File: src/wpf_pkg.sv
package wpf_pkg;

   // Program store geometry.
   localparam int NUM_PROGS = 19;
   localparam int PIDX_W    = 5;
   localparam int TMR_W     = 16;
   localparam int NFLAG     = 8;
   localparam int NSW       = 9;

   // Feature flag positions, one per selector switch.
   localparam int FLG_TACK   = 0;
   localparam int FLG_AUTO   = 1;
   localparam int FLG_ZSRCH  = 2;
   localparam int FLG_SIDE   = 3;
   localparam int FLG_VDLY   = 4;
   localparam int FLG_HDLY   = 5;
   localparam int FLG_LOCK   = 6;
   localparam int FLG_CRATER = 7;

   // Timer slot selectors.
   localparam logic [1:0] TSEL_WELD    = 2'h0;
   localparam logic [1:0] TSEL_OVERLAP = 2'h1;
   localparam logic [1:0] TSEL_FINAL   = 2'h2;
   localparam logic [1:0] TSEL_RETRACT = 2'h3;

   // Timing; timers count in tenths of a second.
   localparam int CLK_PERIOD_NS   = 100;
   localparam int TENTH_NS        = 100_000_000;
   localparam int TENTH_CYCLES    = TENTH_NS / CLK_PERIOD_NS;
   localparam int DEBOUNCE_NS     = 10_000_000;
   localparam int DEBOUNCE_CYCLES = DEBOUNCE_NS / CLK_PERIOD_NS;
   localparam int TENTHS_PER_S    = 10;
   localparam int DEF_WELD_S      = 60;
   localparam int CRATER_S        = 2;
   localparam logic [TMR_W-1:0] DEF_WELD_T = TMR_W'(DEF_WELD_S * TENTHS_PER_S);
   localparam logic [TMR_W-1:0] CRATER_T   = TMR_W'(CRATER_S * TENTHS_PER_S);

   // Register offsets and fields.
   localparam logic [7:0] REG_PROG_SEL  = 8'h00;
   localparam logic [7:0] REG_TIMER_VAL = 8'h04;
   localparam logic [7:0] REG_STATUS    = 8'h08;
   localparam logic [7:0] REG_REMAIN    = 8'h0c;
   localparam int PS_ACTIVE_LSB = 0;
   localparam int PS_EDIT_LSB   = 8;
   localparam int PS_TSEL_LSB   = 16;
   localparam int ST_DIFF_LSB   = 8;
   localparam int ST_PEND_BIT   = 16;
   localparam int ST_ARMED_BIT  = 17;
   localparam int ST_STATE_LSB  = 20;
   localparam logic [PIDX_W-1:0] RST_PROG     = 5'h00;
   localparam logic [1:0]        RST_TSEL     = 2'h0;
   localparam logic [TMR_W-1:0]  RST_TIMER_VAL = 16'h0000;

   // Factory defaults per program, entry 0 is program 1.
   localparam logic [7:0] DEF_FLAGS [NUM_PROGS] = '{
      8'h81, 8'hb5, 8'hbc, 8'h00, 8'hb4, 8'hc0, 8'h84, 8'h8c, 8'hbd, 8'h8d,
      8'hb7, 8'h8e, 8'hb6, 8'hbe, 8'h86, 8'hc2, 8'h8f, 8'h83, 8'hbf};
   localparam logic [7:0] DEF_OVERLAP [NUM_PROGS] = '{
      8'h00, 8'h00, 8'h00, 8'h32, 8'h00, 8'h14, 8'h00, 8'h00, 8'h05, 8'h00,
      8'h00, 8'h00, 8'h00, 8'h00, 8'h00, 8'h1e, 8'h00, 8'h00, 8'h0a};
   localparam logic [7:0] DEF_FINAL [NUM_PROGS] = '{
      8'h0a, 8'h14, 8'h1e, 8'h28, 8'h32, 8'h32, 8'h32, 8'h32, 8'h32, 8'h32,
      8'h32, 8'h32, 8'h32, 8'h32, 8'h32, 8'h32, 8'h32, 8'h32, 8'h32};
   localparam logic [7:0] DEF_RETRACT [NUM_PROGS] = '{
      8'h05, 8'h0a, 8'h14, 8'h1e, 8'h28, 8'h32, 8'h64, 8'h32, 8'h32, 8'h32,
      8'h32, 8'h32, 8'h32, 8'h32, 8'h32, 8'h32, 8'h32, 8'h32, 8'h32};

   // Weld cycle phases.
   typedef enum logic [2:0] {
      ST_IDLE, ST_SEEK, ST_WELD, ST_AUTO,
      ST_OVERLAP, ST_FINAL, ST_CRATER, ST_RETRACT
   } wpf_state_type;

endpackage

File: src/wpf_debounce.sv
`timescale 1ns/100ps
module wpf_debounce
   import wpf_pkg::*;
#(
   parameter int W   = 1,
   parameter int CYC = DEBOUNCE_CYCLES
) (
   input  wire logic         ref_clk_in,
   input  wire logic         rst_n_in,
   input  wire logic [W-1:0] raw_in,
   output logic      [W-1:0] clean_out
);

   localparam int CW = $clog2(CYC + 1);

   // Each input is synchronised, then must hold still for CYC cycles.
   for (genvar i = 0; i < W; i++) begin : g_bit
      logic          sync1_ff;
      logic          sync2_ff;
      logic [CW-1:0] cnt_ff;
      logic          clean_ff;

      always_ff @(posedge ref_clk_in) begin
         if (!rst_n_in) begin
            sync1_ff <= 1'b0;
            sync2_ff <= 1'b0;
            cnt_ff   <= '0;
            clean_ff <= 1'b0;
         end else begin
            sync1_ff <= raw_in[i];
            sync2_ff <= sync1_ff;
            if (sync2_ff == clean_ff) begin
               cnt_ff <= '0;
            end else if (cnt_ff == CW'(CYC - 1)) begin
               cnt_ff   <= '0;
               clean_ff <= sync2_ff;
            end else begin
               cnt_ff <= cnt_ff + 1'b1;
            end
         end
      end

      assign clean_out[i] = clean_ff;
   end

endmodule

File: src/wpf_prog_mem.sv
`timescale 1ns/100ps
module wpf_prog_mem
   import wpf_pkg::*;
(
   input  wire logic              ref_clk_in,
   input  wire logic              rst_n_in,
   input  wire logic              wr_en_in,
   input  wire logic [PIDX_W-1:0] wr_idx_in,
   input  wire logic [1:0]        wr_tsel_in,
   input  wire logic [TMR_W-1:0]  wr_time_in,
   input  wire logic [NFLAG-1:0]  wr_flags_in,
   input  wire logic [PIDX_W-1:0] run_idx_in,
   input  wire logic [PIDX_W-1:0] edit_idx_in,
   output logic      [TMR_W-1:0]  run_tmr_out [4],
   output logic      [NFLAG-1:0]  run_flags_out,
   output logic      [NFLAG-1:0]  edit_flags_out
);

   logic [TMR_W-1:0] tmr_ff   [NUM_PROGS][4];
   logic [NFLAG-1:0] flags_ff [NUM_PROGS];

   // factory defaults at reset
   // Each entry takes one timer plus all flags on a commit.
   for (genvar p = 0; p < NUM_PROGS; p++) begin : g_prog
      always_ff @(posedge ref_clk_in) begin
         if (!rst_n_in) begin
            tmr_ff[p][TSEL_WELD]    <= DEF_WELD_T;
            tmr_ff[p][TSEL_OVERLAP] <= TMR_W'(DEF_OVERLAP[p]);
            tmr_ff[p][TSEL_FINAL]   <= TMR_W'(DEF_FINAL[p]);
            tmr_ff[p][TSEL_RETRACT] <= TMR_W'(DEF_RETRACT[p]);
            flags_ff[p]             <= DEF_FLAGS[p];
         end else if (wr_en_in && wr_idx_in == PIDX_W'(p)) begin
            tmr_ff[p][wr_tsel_in] <= wr_time_in;
            flags_ff[p]           <= wr_flags_in;
         end
      end
   end

   // Read ports; indices are kept in range by the writer.
   assign run_tmr_out    = tmr_ff[run_idx_in];
   assign run_flags_out  = flags_ff[run_idx_in];
   assign edit_flags_out = flags_ff[edit_idx_in];

endmodule

File: src/wpf_feature_ctrl.sv
`timescale 1ns/100ps
module wpf_feature_ctrl
   import wpf_pkg::*;
#(
   parameter int TENTH_CYC = TENTH_CYCLES,
   parameter int DEB_CYC   = DEBOUNCE_CYCLES
) (
   input  wire logic             ref_clk_in,
   input  wire logic             rst_n_in,
   input  wire logic [7:0]       addr_in,
   input  wire logic [31:0]      wr_data_in,
   input  wire logic             wr_strobe_in,
   input  wire logic             rd_strobe_in,
   output logic      [31:0]      rd_data_out,
   input  wire logic             prog_button_in,
   input  wire logic [NFLAG-1:0] feature_select_switch_bank_in,
   input  wire logic             cycle_start_in,
   input  wire logic             cycle_stop_in,
   input  wire logic             sensor_null_in,
   input  wire logic             sensor_up_in,
   input  wire logic             sensor_down_in,
   input  wire logic             tack_detect_in,
   input  wire logic             tack_arm_toggle_in,
   output logic                  weld_on_out,
   output logic                  overlap_out,
   output logic                  final_out,
   output logic                  crater_out,
   output logic                  retract_out,
   output logic                  tack_armed_out,
   output logic                  slide_lockout_out,
   output logic                  sidetrack_en_out,
   output logic                  z_search_en_out,
   output logic                  vsearch_delay_en_out,
   output logic                  hretract_delay_en_out,
   output logic                  settle_lockout_en_out,
   output logic      [NFLAG-1:0] features_differ_out
);

   localparam int TCW = $clog2(TENTH_CYC + 1);

   logic [NSW-1:0]    raw_sw;
   logic [NSW-1:0]    clean_sw;
   logic [NFLAG-1:0]  sw_flags;
   logic              btn_db;
   logic              btn_q_ff;
   logic              press;
   logic              commit;
   logic              pend_ff;
   logic [PIDX_W-1:0] active_ff;
   logic [PIDX_W-1:0] edit_ff;
   logic [1:0]        tsel_ff;
   logic [TMR_W-1:0]  tval_ff;
   logic [PIDX_W-1:0] run_idx_ff;
   logic [TMR_W-1:0]  run_tmr [4];
   logic [NFLAG-1:0]  run_flags;
   logic [NFLAG-1:0]  edit_flags;
   logic [TCW-1:0]    tcnt_ff;
   logic              tick_ff;
   wpf_state_type     state_ff;
   wpf_state_type     nxt_state;
   logic [TMR_W-1:0]  remain_ff;
   logic [TMR_W-1:0]  nxt_remain;
   logic              tack_done_ff;
   logic [31:0]       rd_mux;
   logic [PIDX_W-1:0] wr_active;
   logic [PIDX_W-1:0] wr_edit;

   assign raw_sw = {prog_button_in, feature_select_switch_bank_in};

   wpf_debounce #(
      .W   (NSW),
      .CYC (DEB_CYC)
   ) u_debounce (
      .ref_clk_in (ref_clk_in),
      .rst_n_in   (rst_n_in),
      .raw_in     (raw_sw),
      .clean_out  (clean_sw)
   );

   assign sw_flags = clean_sw[NFLAG-1:0];
   assign btn_db   = clean_sw[NFLAG];

   wpf_prog_mem u_mem (
      .ref_clk_in     (ref_clk_in),
      .rst_n_in       (rst_n_in),
      .wr_en_in       (commit),
      .wr_idx_in      (edit_ff),
      .wr_tsel_in     (tsel_ff),
      .wr_time_in     (tval_ff),
      .wr_flags_in    (sw_flags),
      .run_idx_in     (run_idx_ff),
      .edit_idx_in    (edit_ff),
      .run_tmr_out    (run_tmr),
      .run_flags_out  (run_flags),
      .edit_flags_out (edit_flags)
   );

   // Button press edge after debouncing.
   always_ff @(posedge ref_clk_in) begin
      if (!rst_n_in) begin
         btn_q_ff <= 1'b0;
      end else begin
         btn_q_ff <= btn_db;
      end
   end

   assign press = btn_db & ~btn_q_ff;

   assign commit = press & (pend_ff | (sw_flags == edit_flags));

   // A press with differing switches only stages; the next press stores.
   always_ff @(posedge ref_clk_in) begin
      if (!rst_n_in) begin
         pend_ff <= 1'b0;
      end else if (commit) begin
         pend_ff <= 1'b0;
      end else if (press) begin
         pend_ff <= 1'b1;
      end
   end

   always_ff @(posedge ref_clk_in) begin
      if (!rst_n_in) begin
         features_differ_out <= '0;
      end else if (pend_ff && !commit) begin
         features_differ_out <= sw_flags ^ edit_flags;
      end else begin
         features_differ_out <= '0;
      end
   end

   // Program indices out of range are ignored on write.
   assign wr_active = wr_data_in[PS_ACTIVE_LSB +: PIDX_W];
   assign wr_edit   = wr_data_in[PS_EDIT_LSB +: PIDX_W];

   // Software-written selection and displayed timer value.
   always_ff @(posedge ref_clk_in) begin
      if (!rst_n_in) begin
         active_ff <= RST_PROG;
         edit_ff   <= RST_PROG;
         tsel_ff   <= RST_TSEL;
         tval_ff   <= RST_TIMER_VAL;
      end else if (wr_strobe_in) begin
         if (addr_in == REG_PROG_SEL) begin
            if (wr_active < PIDX_W'(NUM_PROGS)) begin
               active_ff <= wr_active;
            end
            if (wr_edit < PIDX_W'(NUM_PROGS)) begin
               edit_ff <= wr_edit;
            end
            tsel_ff <= wr_data_in[PS_TSEL_LSB +: 2];
         end else if (addr_in == REG_TIMER_VAL) begin
            tval_ff <= wr_data_in[TMR_W-1:0];
         end
      end
   end

   // Read mux; unmapped addresses read zero.
   always_comb begin
      rd_mux = '0;
      unique case (addr_in)
         REG_PROG_SEL: begin
            rd_mux[PS_ACTIVE_LSB +: PIDX_W] = active_ff;
            rd_mux[PS_EDIT_LSB +: PIDX_W]   = edit_ff;
            rd_mux[PS_TSEL_LSB +: 2]        = tsel_ff;
         end
         REG_TIMER_VAL: begin
            rd_mux[TMR_W-1:0] = tval_ff;
         end
         REG_STATUS: begin
            rd_mux[NFLAG-1:0]             = run_flags;
            rd_mux[ST_DIFF_LSB +: NFLAG]  = features_differ_out;
            rd_mux[ST_PEND_BIT]           = pend_ff;
            rd_mux[ST_ARMED_BIT]          = tack_armed_out;
            rd_mux[ST_STATE_LSB +: 3]     = state_ff;
         end
         REG_REMAIN: begin
            rd_mux[TMR_W-1:0] = remain_ff;
         end
         default: begin
            rd_mux = '0;
         end
      endcase
   end

   // Read data stands only in the cycle after the strobe.
   always_ff @(posedge ref_clk_in) begin
      if (!rst_n_in) begin
         rd_data_out <= '0;
      end else begin
         rd_data_out <= rd_strobe_in ? rd_mux : '0;
      end
   end

   // Tenth-of-second enable pulse for the phase timers.
   always_ff @(posedge ref_clk_in) begin
      if (!rst_n_in) begin
         tcnt_ff <= '0;
         tick_ff <= 1'b0;
      end else if (tcnt_ff == TCW'(TENTH_CYC - 1)) begin
         tcnt_ff <= '0;
         tick_ff <= 1'b1;
      end else begin
         tcnt_ff <= tcnt_ff + 1'b1;
         tick_ff <= 1'b0;
      end
   end

   always_ff @(posedge ref_clk_in) begin
      if (!rst_n_in) begin
         run_idx_ff <= RST_PROG;
      end else if (state_ff == ST_IDLE) begin
         run_idx_ff <= active_ff;
      end
   end

   // Weld cycle sequencing.
   always_comb begin
      nxt_state  = state_ff;
      nxt_remain = remain_ff;
      if (tick_ff && remain_ff != '0) begin
         nxt_remain = remain_ff - 1'b1;
      end
      unique case (state_ff)
         ST_IDLE: begin
            if (cycle_start_in) begin
               nxt_state = ST_SEEK;
            end
         end
         ST_SEEK: begin
            if (sensor_null_in) begin
               nxt_state  = ST_WELD;
               nxt_remain = run_tmr[TSEL_WELD];
            end
         end
         ST_WELD: begin
            if (remain_ff == '0) begin
               if (run_flags[FLG_AUTO]) begin
                  nxt_state = ST_AUTO;
               end else begin
                  nxt_state  = ST_OVERLAP;
                  nxt_remain = run_tmr[TSEL_OVERLAP];
               end
            end
         end
         ST_AUTO: begin
            if (sensor_up_in || sensor_down_in) begin
               nxt_state  = ST_OVERLAP;
               nxt_remain = run_tmr[TSEL_OVERLAP];
            end
         end
         ST_OVERLAP: begin
            if (remain_ff == '0) begin
               nxt_state  = ST_FINAL;
               nxt_remain = run_tmr[TSEL_FINAL];
            end
         end
         ST_FINAL: begin
            if (remain_ff == '0) begin
               if (run_flags[FLG_CRATER]) begin
                  nxt_state  = ST_CRATER;
                  nxt_remain = CRATER_T;
               end else begin
                  nxt_state  = ST_RETRACT;
                  nxt_remain = run_tmr[TSEL_RETRACT];
               end
            end
         end
         ST_CRATER: begin
            if (remain_ff == '0) begin
               nxt_state  = ST_RETRACT;
               nxt_remain = run_tmr[TSEL_RETRACT];
            end
         end
         ST_RETRACT: begin
            if (remain_ff == '0) begin
               nxt_state = ST_IDLE;
            end
         end
      endcase
      if (cycle_stop_in) begin
         nxt_state  = ST_IDLE;
         nxt_remain = '0;
      end
   end

   // Phase state and its countdown.
   always_ff @(posedge ref_clk_in) begin
      if (!rst_n_in) begin
         state_ff  <= ST_IDLE;
         remain_ff <= '0;
      end else begin
         state_ff  <= nxt_state;
         remain_ff <= nxt_remain;
      end
   end

   // Phase outputs, registered.
   always_ff @(posedge ref_clk_in) begin
      if (!rst_n_in) begin
         weld_on_out <= 1'b0;
         overlap_out <= 1'b0;
         final_out   <= 1'b0;
         crater_out  <= 1'b0;
         retract_out <= 1'b0;
      end else begin
         weld_on_out <= (state_ff == ST_WELD) || (state_ff == ST_AUTO);
         overlap_out <= state_ff == ST_OVERLAP;
         final_out   <= state_ff == ST_FINAL;
         crater_out  <= state_ff == ST_CRATER;
         retract_out <= state_ff == ST_RETRACT;
      end
   end

   // Tack arming: automatic once per cycle at null, manual toggle any time.
   always_ff @(posedge ref_clk_in) begin
      if (!rst_n_in) begin
         tack_armed_out <= 1'b0;
         tack_done_ff   <= 1'b0;
      end else if (state_ff == ST_IDLE) begin
         tack_armed_out <= tack_arm_toggle_in ? ~tack_armed_out : 1'b0;
         tack_done_ff   <= 1'b0;
      end else if (tack_arm_toggle_in) begin
         tack_armed_out <= ~tack_armed_out;
         tack_done_ff   <= 1'b1;
      end else if (!tack_done_ff && sensor_null_in && state_ff == ST_WELD) begin
         tack_armed_out <= run_flags[FLG_TACK];
         tack_done_ff   <= 1'b1;
      end
   end

   always_ff @(posedge ref_clk_in) begin
      if (!rst_n_in) begin
         slide_lockout_out <= 1'b0;
      end else begin
         slide_lockout_out <= tack_armed_out && tack_detect_in && state_ff != ST_IDLE;
      end
   end

   // Feature enables taken from the stored program; sidetrack stays on and drops at null outside idle only when its flag is set.
   always_ff @(posedge ref_clk_in) begin
      if (!rst_n_in) begin
         sidetrack_en_out      <= 1'b1;
         z_search_en_out       <= 1'b0;
         vsearch_delay_en_out  <= 1'b0;
         hretract_delay_en_out <= 1'b0;
         settle_lockout_en_out <= 1'b0;
      end else begin
         sidetrack_en_out <= !(run_flags[FLG_SIDE] && sensor_null_in
                               && state_ff != ST_IDLE);
         z_search_en_out       <= run_flags[FLG_ZSRCH];
         vsearch_delay_en_out  <= run_flags[FLG_VDLY];
         hretract_delay_en_out <= run_flags[FLG_HDLY];
         settle_lockout_en_out <= run_flags[FLG_LOCK];
      end
   end

endmodule

File: config.mk
export PLATFORM = sky130hd
export DESIGN_NAME = wpf_feature_ctrl
export DESIGN_NICKNAME = d
export VERILOG_FILES = /design/src/wpf_pkg.sv /design/src/wpf_debounce.sv /design/src/wpf_prog_mem.sv /design/src/wpf_feature_ctrl.sv
export SDC_FILE = /design/constraint.sdc
export NUM_CORES = 2
export LEC_CHECK = 0
export ABC_CLOCK_PERIOD_IN_PS = 8100
export BUFFER_PORTS_ARGS = -buffer_cell sky130_fd_sc_hd__buf_2
export CAP_MARGIN = 5
export CORE_MARGIN = 1.5
export CORE_UTILIZATION = 25
export DETAILED_ROUTE_END_ITERATION = 16
export PLACE_DENSITY_LB_ADDON = 0.15
export SKIP_CTS_REPAIR_TIMING = 1
export SYNTH_ARGS = -nofsm -noshare
export SYNTH_HDL_FRONTEND = slang
export SYNTH_SLANG_ARGS = --single-unit
File: constraint.sdc
create_clock -name ref_clk_in -period 8.1 [get_ports ref_clk_in]
set_input_delay 0 -clock ref_clk_in [delete_from_list [all_inputs] [get_ports ref_clk_in]]
set_output_delay 0 -clock ref_clk_in [all_outputs]
set_load 0.005 [all_outputs]
== After elaboration in Yosys (flattened, before gate mapping) ==
Memory sizes are Yosys's and may differ from the RTL's. A register that Yosys moved wholly into a read port is not among the register bits.
Cells that the tools add are included.
Storage, ports and cells
  logic and storage cells: 2814
  memories kept: 2
  RAM bits: 1368
  bits in registers: 308
Memories
  u_mem.tmr_ff: words 19, bits a word 64, rd ports 1, clocked after memory_dff 1, write ports 19, line wpf_prog_mem.sv:19  | logic [TMR_W-1:0] tmr_ff [NUM_PROGS][4];
  u_mem.flags_ff: words 19, bits a word 8, rd ports 2, clocked after memory_dff 2, write ports 19, line wpf_prog_mem.sv:20  | logic [NFLAG-1:0] flags_ff [NUM_PROGS];
Cells by class
  $add $sub $neg: 11
  equality and inequality tests: 56
  bitwise operators: 1253
  multiplexer cells: 1353
  reduce and logical (&&, ||, !) cells: 71
  $lt $le $gt $ge: 4
Operators by type and width (count)
  $mux W1: 1282
  $or A1 B1 Y1: 1236
  $mux W64: 19
  $mux W16: 10
  $add A17 B1 Y17 const B: 9
  $eq A17 B17 Y1 const B: 9
  $mux W8: 19
  $pmux W16 S6: 1
  $eq A5 B4 Y1 const B: 8
  $pmux W5 S4: 2
  $demux W16 S2: 1
  $mux W5: 6
  $logic_and A1 B1 Y1: 28
  $mux W3: 9
  $reduce_or A3 Y1: 9
  $pmux W3 S8: 1
  $reduce_and A2 Y1: 12
  $add A20 B1 Y20 const B: 1
  $eq A20 B20 Y1 const B: 1
  $eq A5 B3 Y1 const B: 4
  $pmux W3 S3: 2
  $eq A8 B4 Y1 const B: 2
  $logic_not A16 Y1: 1
  $ne A2 B2 Y1 const B: 8
  29 further kinds: 68

== Longest topological paths before layout ==
  depth in word-level cells: 8
  mapped depth: 14

== Cells and area by module ==
A second synthesis with hierarchy kept.
Unflattened totals
  cell total of the unflattened synthesis: 5820
  area, all modules: 77924.7 µm²
By module, submodules not included
  wpf_prog_mem: area each 64154.0 µm², instances 1, cells an instance 4314
  wpf_debounce: area each 7877.6 µm², instances 1, cells an instance 876
  wpf_feature_ctrl: area each 5893.2 µm², instances 1, cells an instance 630

== Least setup slack after synthesis ==
OpenSTA, ideal clock, no wires.
  kind: reg2reg
  start: register with a tool-made name
  end: memory u_mem.tmr_ff[6][16] (netlist bit), enable pin
  slack: 3178 ps
  clock period less this slack: 4922 ps
  setup time: 435 ps
  cell stages (with the launch flop): 11
  arrival: 4487 ps
  required time: 7665 ps
  cell sequence: dfxtp_1 > buf_2 > mux4_2 > o22a_1 > a32oi_1 > xnor2_1 > or4_1 > o21a_1 > buf_2 > buf_2 > o41ai_1
RTL lines (line)
  to (decl): wpf_prog_mem.sv:19

==> summary.md <==
| Metric | Value |
|---|---|
| All-Layer GR Usage | 0.215 |
| Setup violators final | 0 |
| First-pass GRT wire length | 482000 µm |
| Ports | 112 |
| RSZ-0062 raised after global routing | false |
| Register area | 0.0473 mm² |
| Met3 Wirelength | 26800 µm |
| Cell variety after synth | 75 |
| Worst-Skew Late Latency | 900 ps |
| Seq cells post-synth | 1675 |
| Final Routed Wirelength | 351000 µm |
| Area of the core | 0.314 mm² |
| Mean post-synth cell area | 12.3 µm² |
| # fillers | 32.2k |
| Peak VDD IR | 0.162 mV |
| Post-synth ARST share | 0 |
| WL per Instance | 32.9 µm |
| Worst Path Arrival | 6340 ps |
| Post-placement cell count | 10.2k |
| Clock Sinks | 1675 |
| Slew Viols, Final | 0 |
| Maximum buffer depth of the clock tree | 4 |
| Slew @ Worst Pin | 1340 ps |
| Max cap viols | 0 |
| Placer Congestion | 0.929 |
| Clock root buffer | clkbuf_16 |
| Synth Area in Simple Gates | 0.176 |
| Min-delay worst type | in2reg |
| Top Metal Used | met5 |
| Synth Area in Compound Gates | 0.0409 |
| Initial Utilization | 0.251 |
| Status | finished, final reports clean |
| # DRC | 0 |
| Crit path kind | reg2reg |
| Most frequent cells in the layout | 1368 x edfxtp_1, 937 x nor3_1, 476 x nand2_1 |
| Startpoint Class | flip-flop |
| Crit share post-route | 0.721 |
| Avg Vias per Cell | 5.49 |
| Vias in the first global route | 57.3k |
| Final hold violations | 0 |
| Crit path max fanout | 144 |
| Worst-path clk slew | 60 ps |
| Die X | 565 µm |
| Post-DP HPWL | 222000 µm |
| Share of post-route cells with drive strength above 1 | 0.171 |
| Largest net degree at the start of global routing | 154 |
| Initial antenna violation count | 26 |
| DRT met1 WL | 149000 µm |
| Row count | 206 |
| CP required | 8600 ps |
| Ys flop type | edfxtp_1 |
| Fin Hold WS | 3.94 ps |
| CTS tree | done |
| Multi-input gate area | 0.0298 mm² |
| Post-synthesis mux area share | 0.125 |
| Total Power | 19000 µW |
| Layout area overhead | 16.5% |
| Final min period | 5840 ps |
| CTS Buf Count | 198 |
| Total gr overflow | 0 |
| Total Neg Setup Slack | 0 ps |
| Post-synth EDFFs | 1368 |
| Setup Skew | 93.9 ps |
| Finished Layout Cells | 10.7k |
| WL met2 | 160000 µm |
| Yosys warns | 0 |
| Post-Place Worst Slack | 2440 ps |
| Port Buf Inserts | 86 |
| XOR/XNOR share of the synthesized area | 0.0192 |
| Sequential area share after synthesis | 0.598 |
| Chip height | 565 µm |
| Fmax | 171 MHz |
| Critical Path End Type | flip-flop |
| Main combinational cell family by area after synthesis | simple AND/OR/NAND/NOR gates |
| Max_slew headroom | 0.103 |
| DR iter-0 viols | 6986 |
| H-tree levels | 4 |
| Antenna Nets Post-Route | 0 |
| Worst Setup Slack, final | 2260 ps |
| Vias | 58.7k |
| P_leak | 0.0268 µW |
| Cell count after synthesis | 6411 |
| Commonest non-fill, non-tap cell in the layout | edfxtp_1 |
| Synth Cell Area | 0.0790 mm² |
| Power per cell area | 207 mW/mm² |
| Nets | 6440 |
| Die area | 0.319 mm² |
| TritonRoute pass-1 iters | 6 |
| Post-Synth Adder-Cell Area | 0.00190 |
==> worst paths after layout <==
kind,startpoint,end,slack (ps),depth (start not counted)
min reg2reg,u_debounce.g_bit[6].sync1_ff,u_debounce.g_bit[6].sync2_ff,440,1
max,flip-flop,u_mem.tmr_ff[4][48],2260,10
min,addr_in[1],tval_ff[12],4,7
max reg2reg,flip-flop,u_mem.tmr_ff[4][48],2260,10
==> routing by layer <==
layer / vias up / GRT usage
met3: 589 / 0.0379
li1: 24600 / -
met2: 2710 / 0.342
met4: 2 / 0.0799
met5: - / 0
met1: 30800 / 0.291
==> power breakdown <==
group | total, µW | internal, µW | switching, µW | leakage (µW)
Clock | 8810 | 5020 | 3790 | 0.00301
Sequential | 9560 | 9480 | 77.0 | 0.0156
Combinational | 638 | 194 | 445 | 0.00820
==> cell type report <==
type	count	share of cell area
sequential	1675	0.514
tap	4160	0.0566
timing repair buffer	428	0.0374
multi-input combinational	4027	0.324
clock inverter	80	0.00688
clock buffer	271	0.0597
inverter	38	0.00163
antenna	5	0.000136
==> worst max-delay path, cell delays in order (launching register included) <==
cell	delay, ps
dfxtp_2	700
buf_4	560
inv_1	340
mux2i_1	200
a2111oi_0	420
and4b_1	270
or4_1	620
o21a_4	470
buf_12	320
o41ai_2	900
buf_4	380
==> registers in the layout (all words and copies together), names as in the netlist, 2 cells and up, named ones only <==
register / flops
u_mem.tmr_ff: 1216
u_debounce.g_bit.cnt_ff: 153
u_mem.flags_ff: 152
rd_data_out: 21
tcnt_ff: 20
remain_ff: 16
tval_ff: 16
u_debounce.g_bit.clean_ff: 9
u_debounce.g_bit.sync1_ff: 9
u_debounce.g_bit.sync2_ff: 9
features_differ_out: 8
active_ff: 5
edit_ff: 5
run_idx_ff: 5
state_ff: 3
tsel_ff: 2
==> per-stage QoR <==
| step | util | instance area (µm²) |
|---|---|---|
| 3_5_place_dp | 0.270 | 85000 |
| 3_3_place_gp | 0.270 | 85000 |
| 5_1_grt | 0.292 | 92000 |
| 2_1_floorplan | - | 79000 |
| 6_report | 0.292 | 92000 |
| 4_1_cts | 0.290 | 91100 |
==> synthesized netlist by cell type, types with 98 or more instances <==
| cell | n | area share |
|---|---|---|
| xor2_1 | 98 | 0.011 |
| dfxtp_1 | 307 | 0.078 |
| mux4_2 | 308 | 0.088 |
| edfxtp_1 | 1368 | 0.52 |
| buf_2 | 168 | 0.011 |
| nand3_1 | 381 | 0.024 |
| mux2i_1 | 232 | 0.029 |
| nor4_1 | 220 | 0.017 |
| nand2_1 | 485 | 0.023 |
| nor2_1 | 388 | 0.018 |
| nor3_1 | 941 | 0.060 |
| clkbuf_1 | 434 | 0.021 |
==> cells by family after synthesis <==
| group | Yosys count |
|---|---|
| adders and majority gates | 12 |
| and+or+nand+nor | 2799 |
| other | 1 |
| AOI/OAI and AO/OA | 440 |
| muxes | 592 |
| buffers and inverters | 719 |
| DFF | 1675 |
| xor gates and xnor gates | 173 |
(Power assumes the default switching activity.)
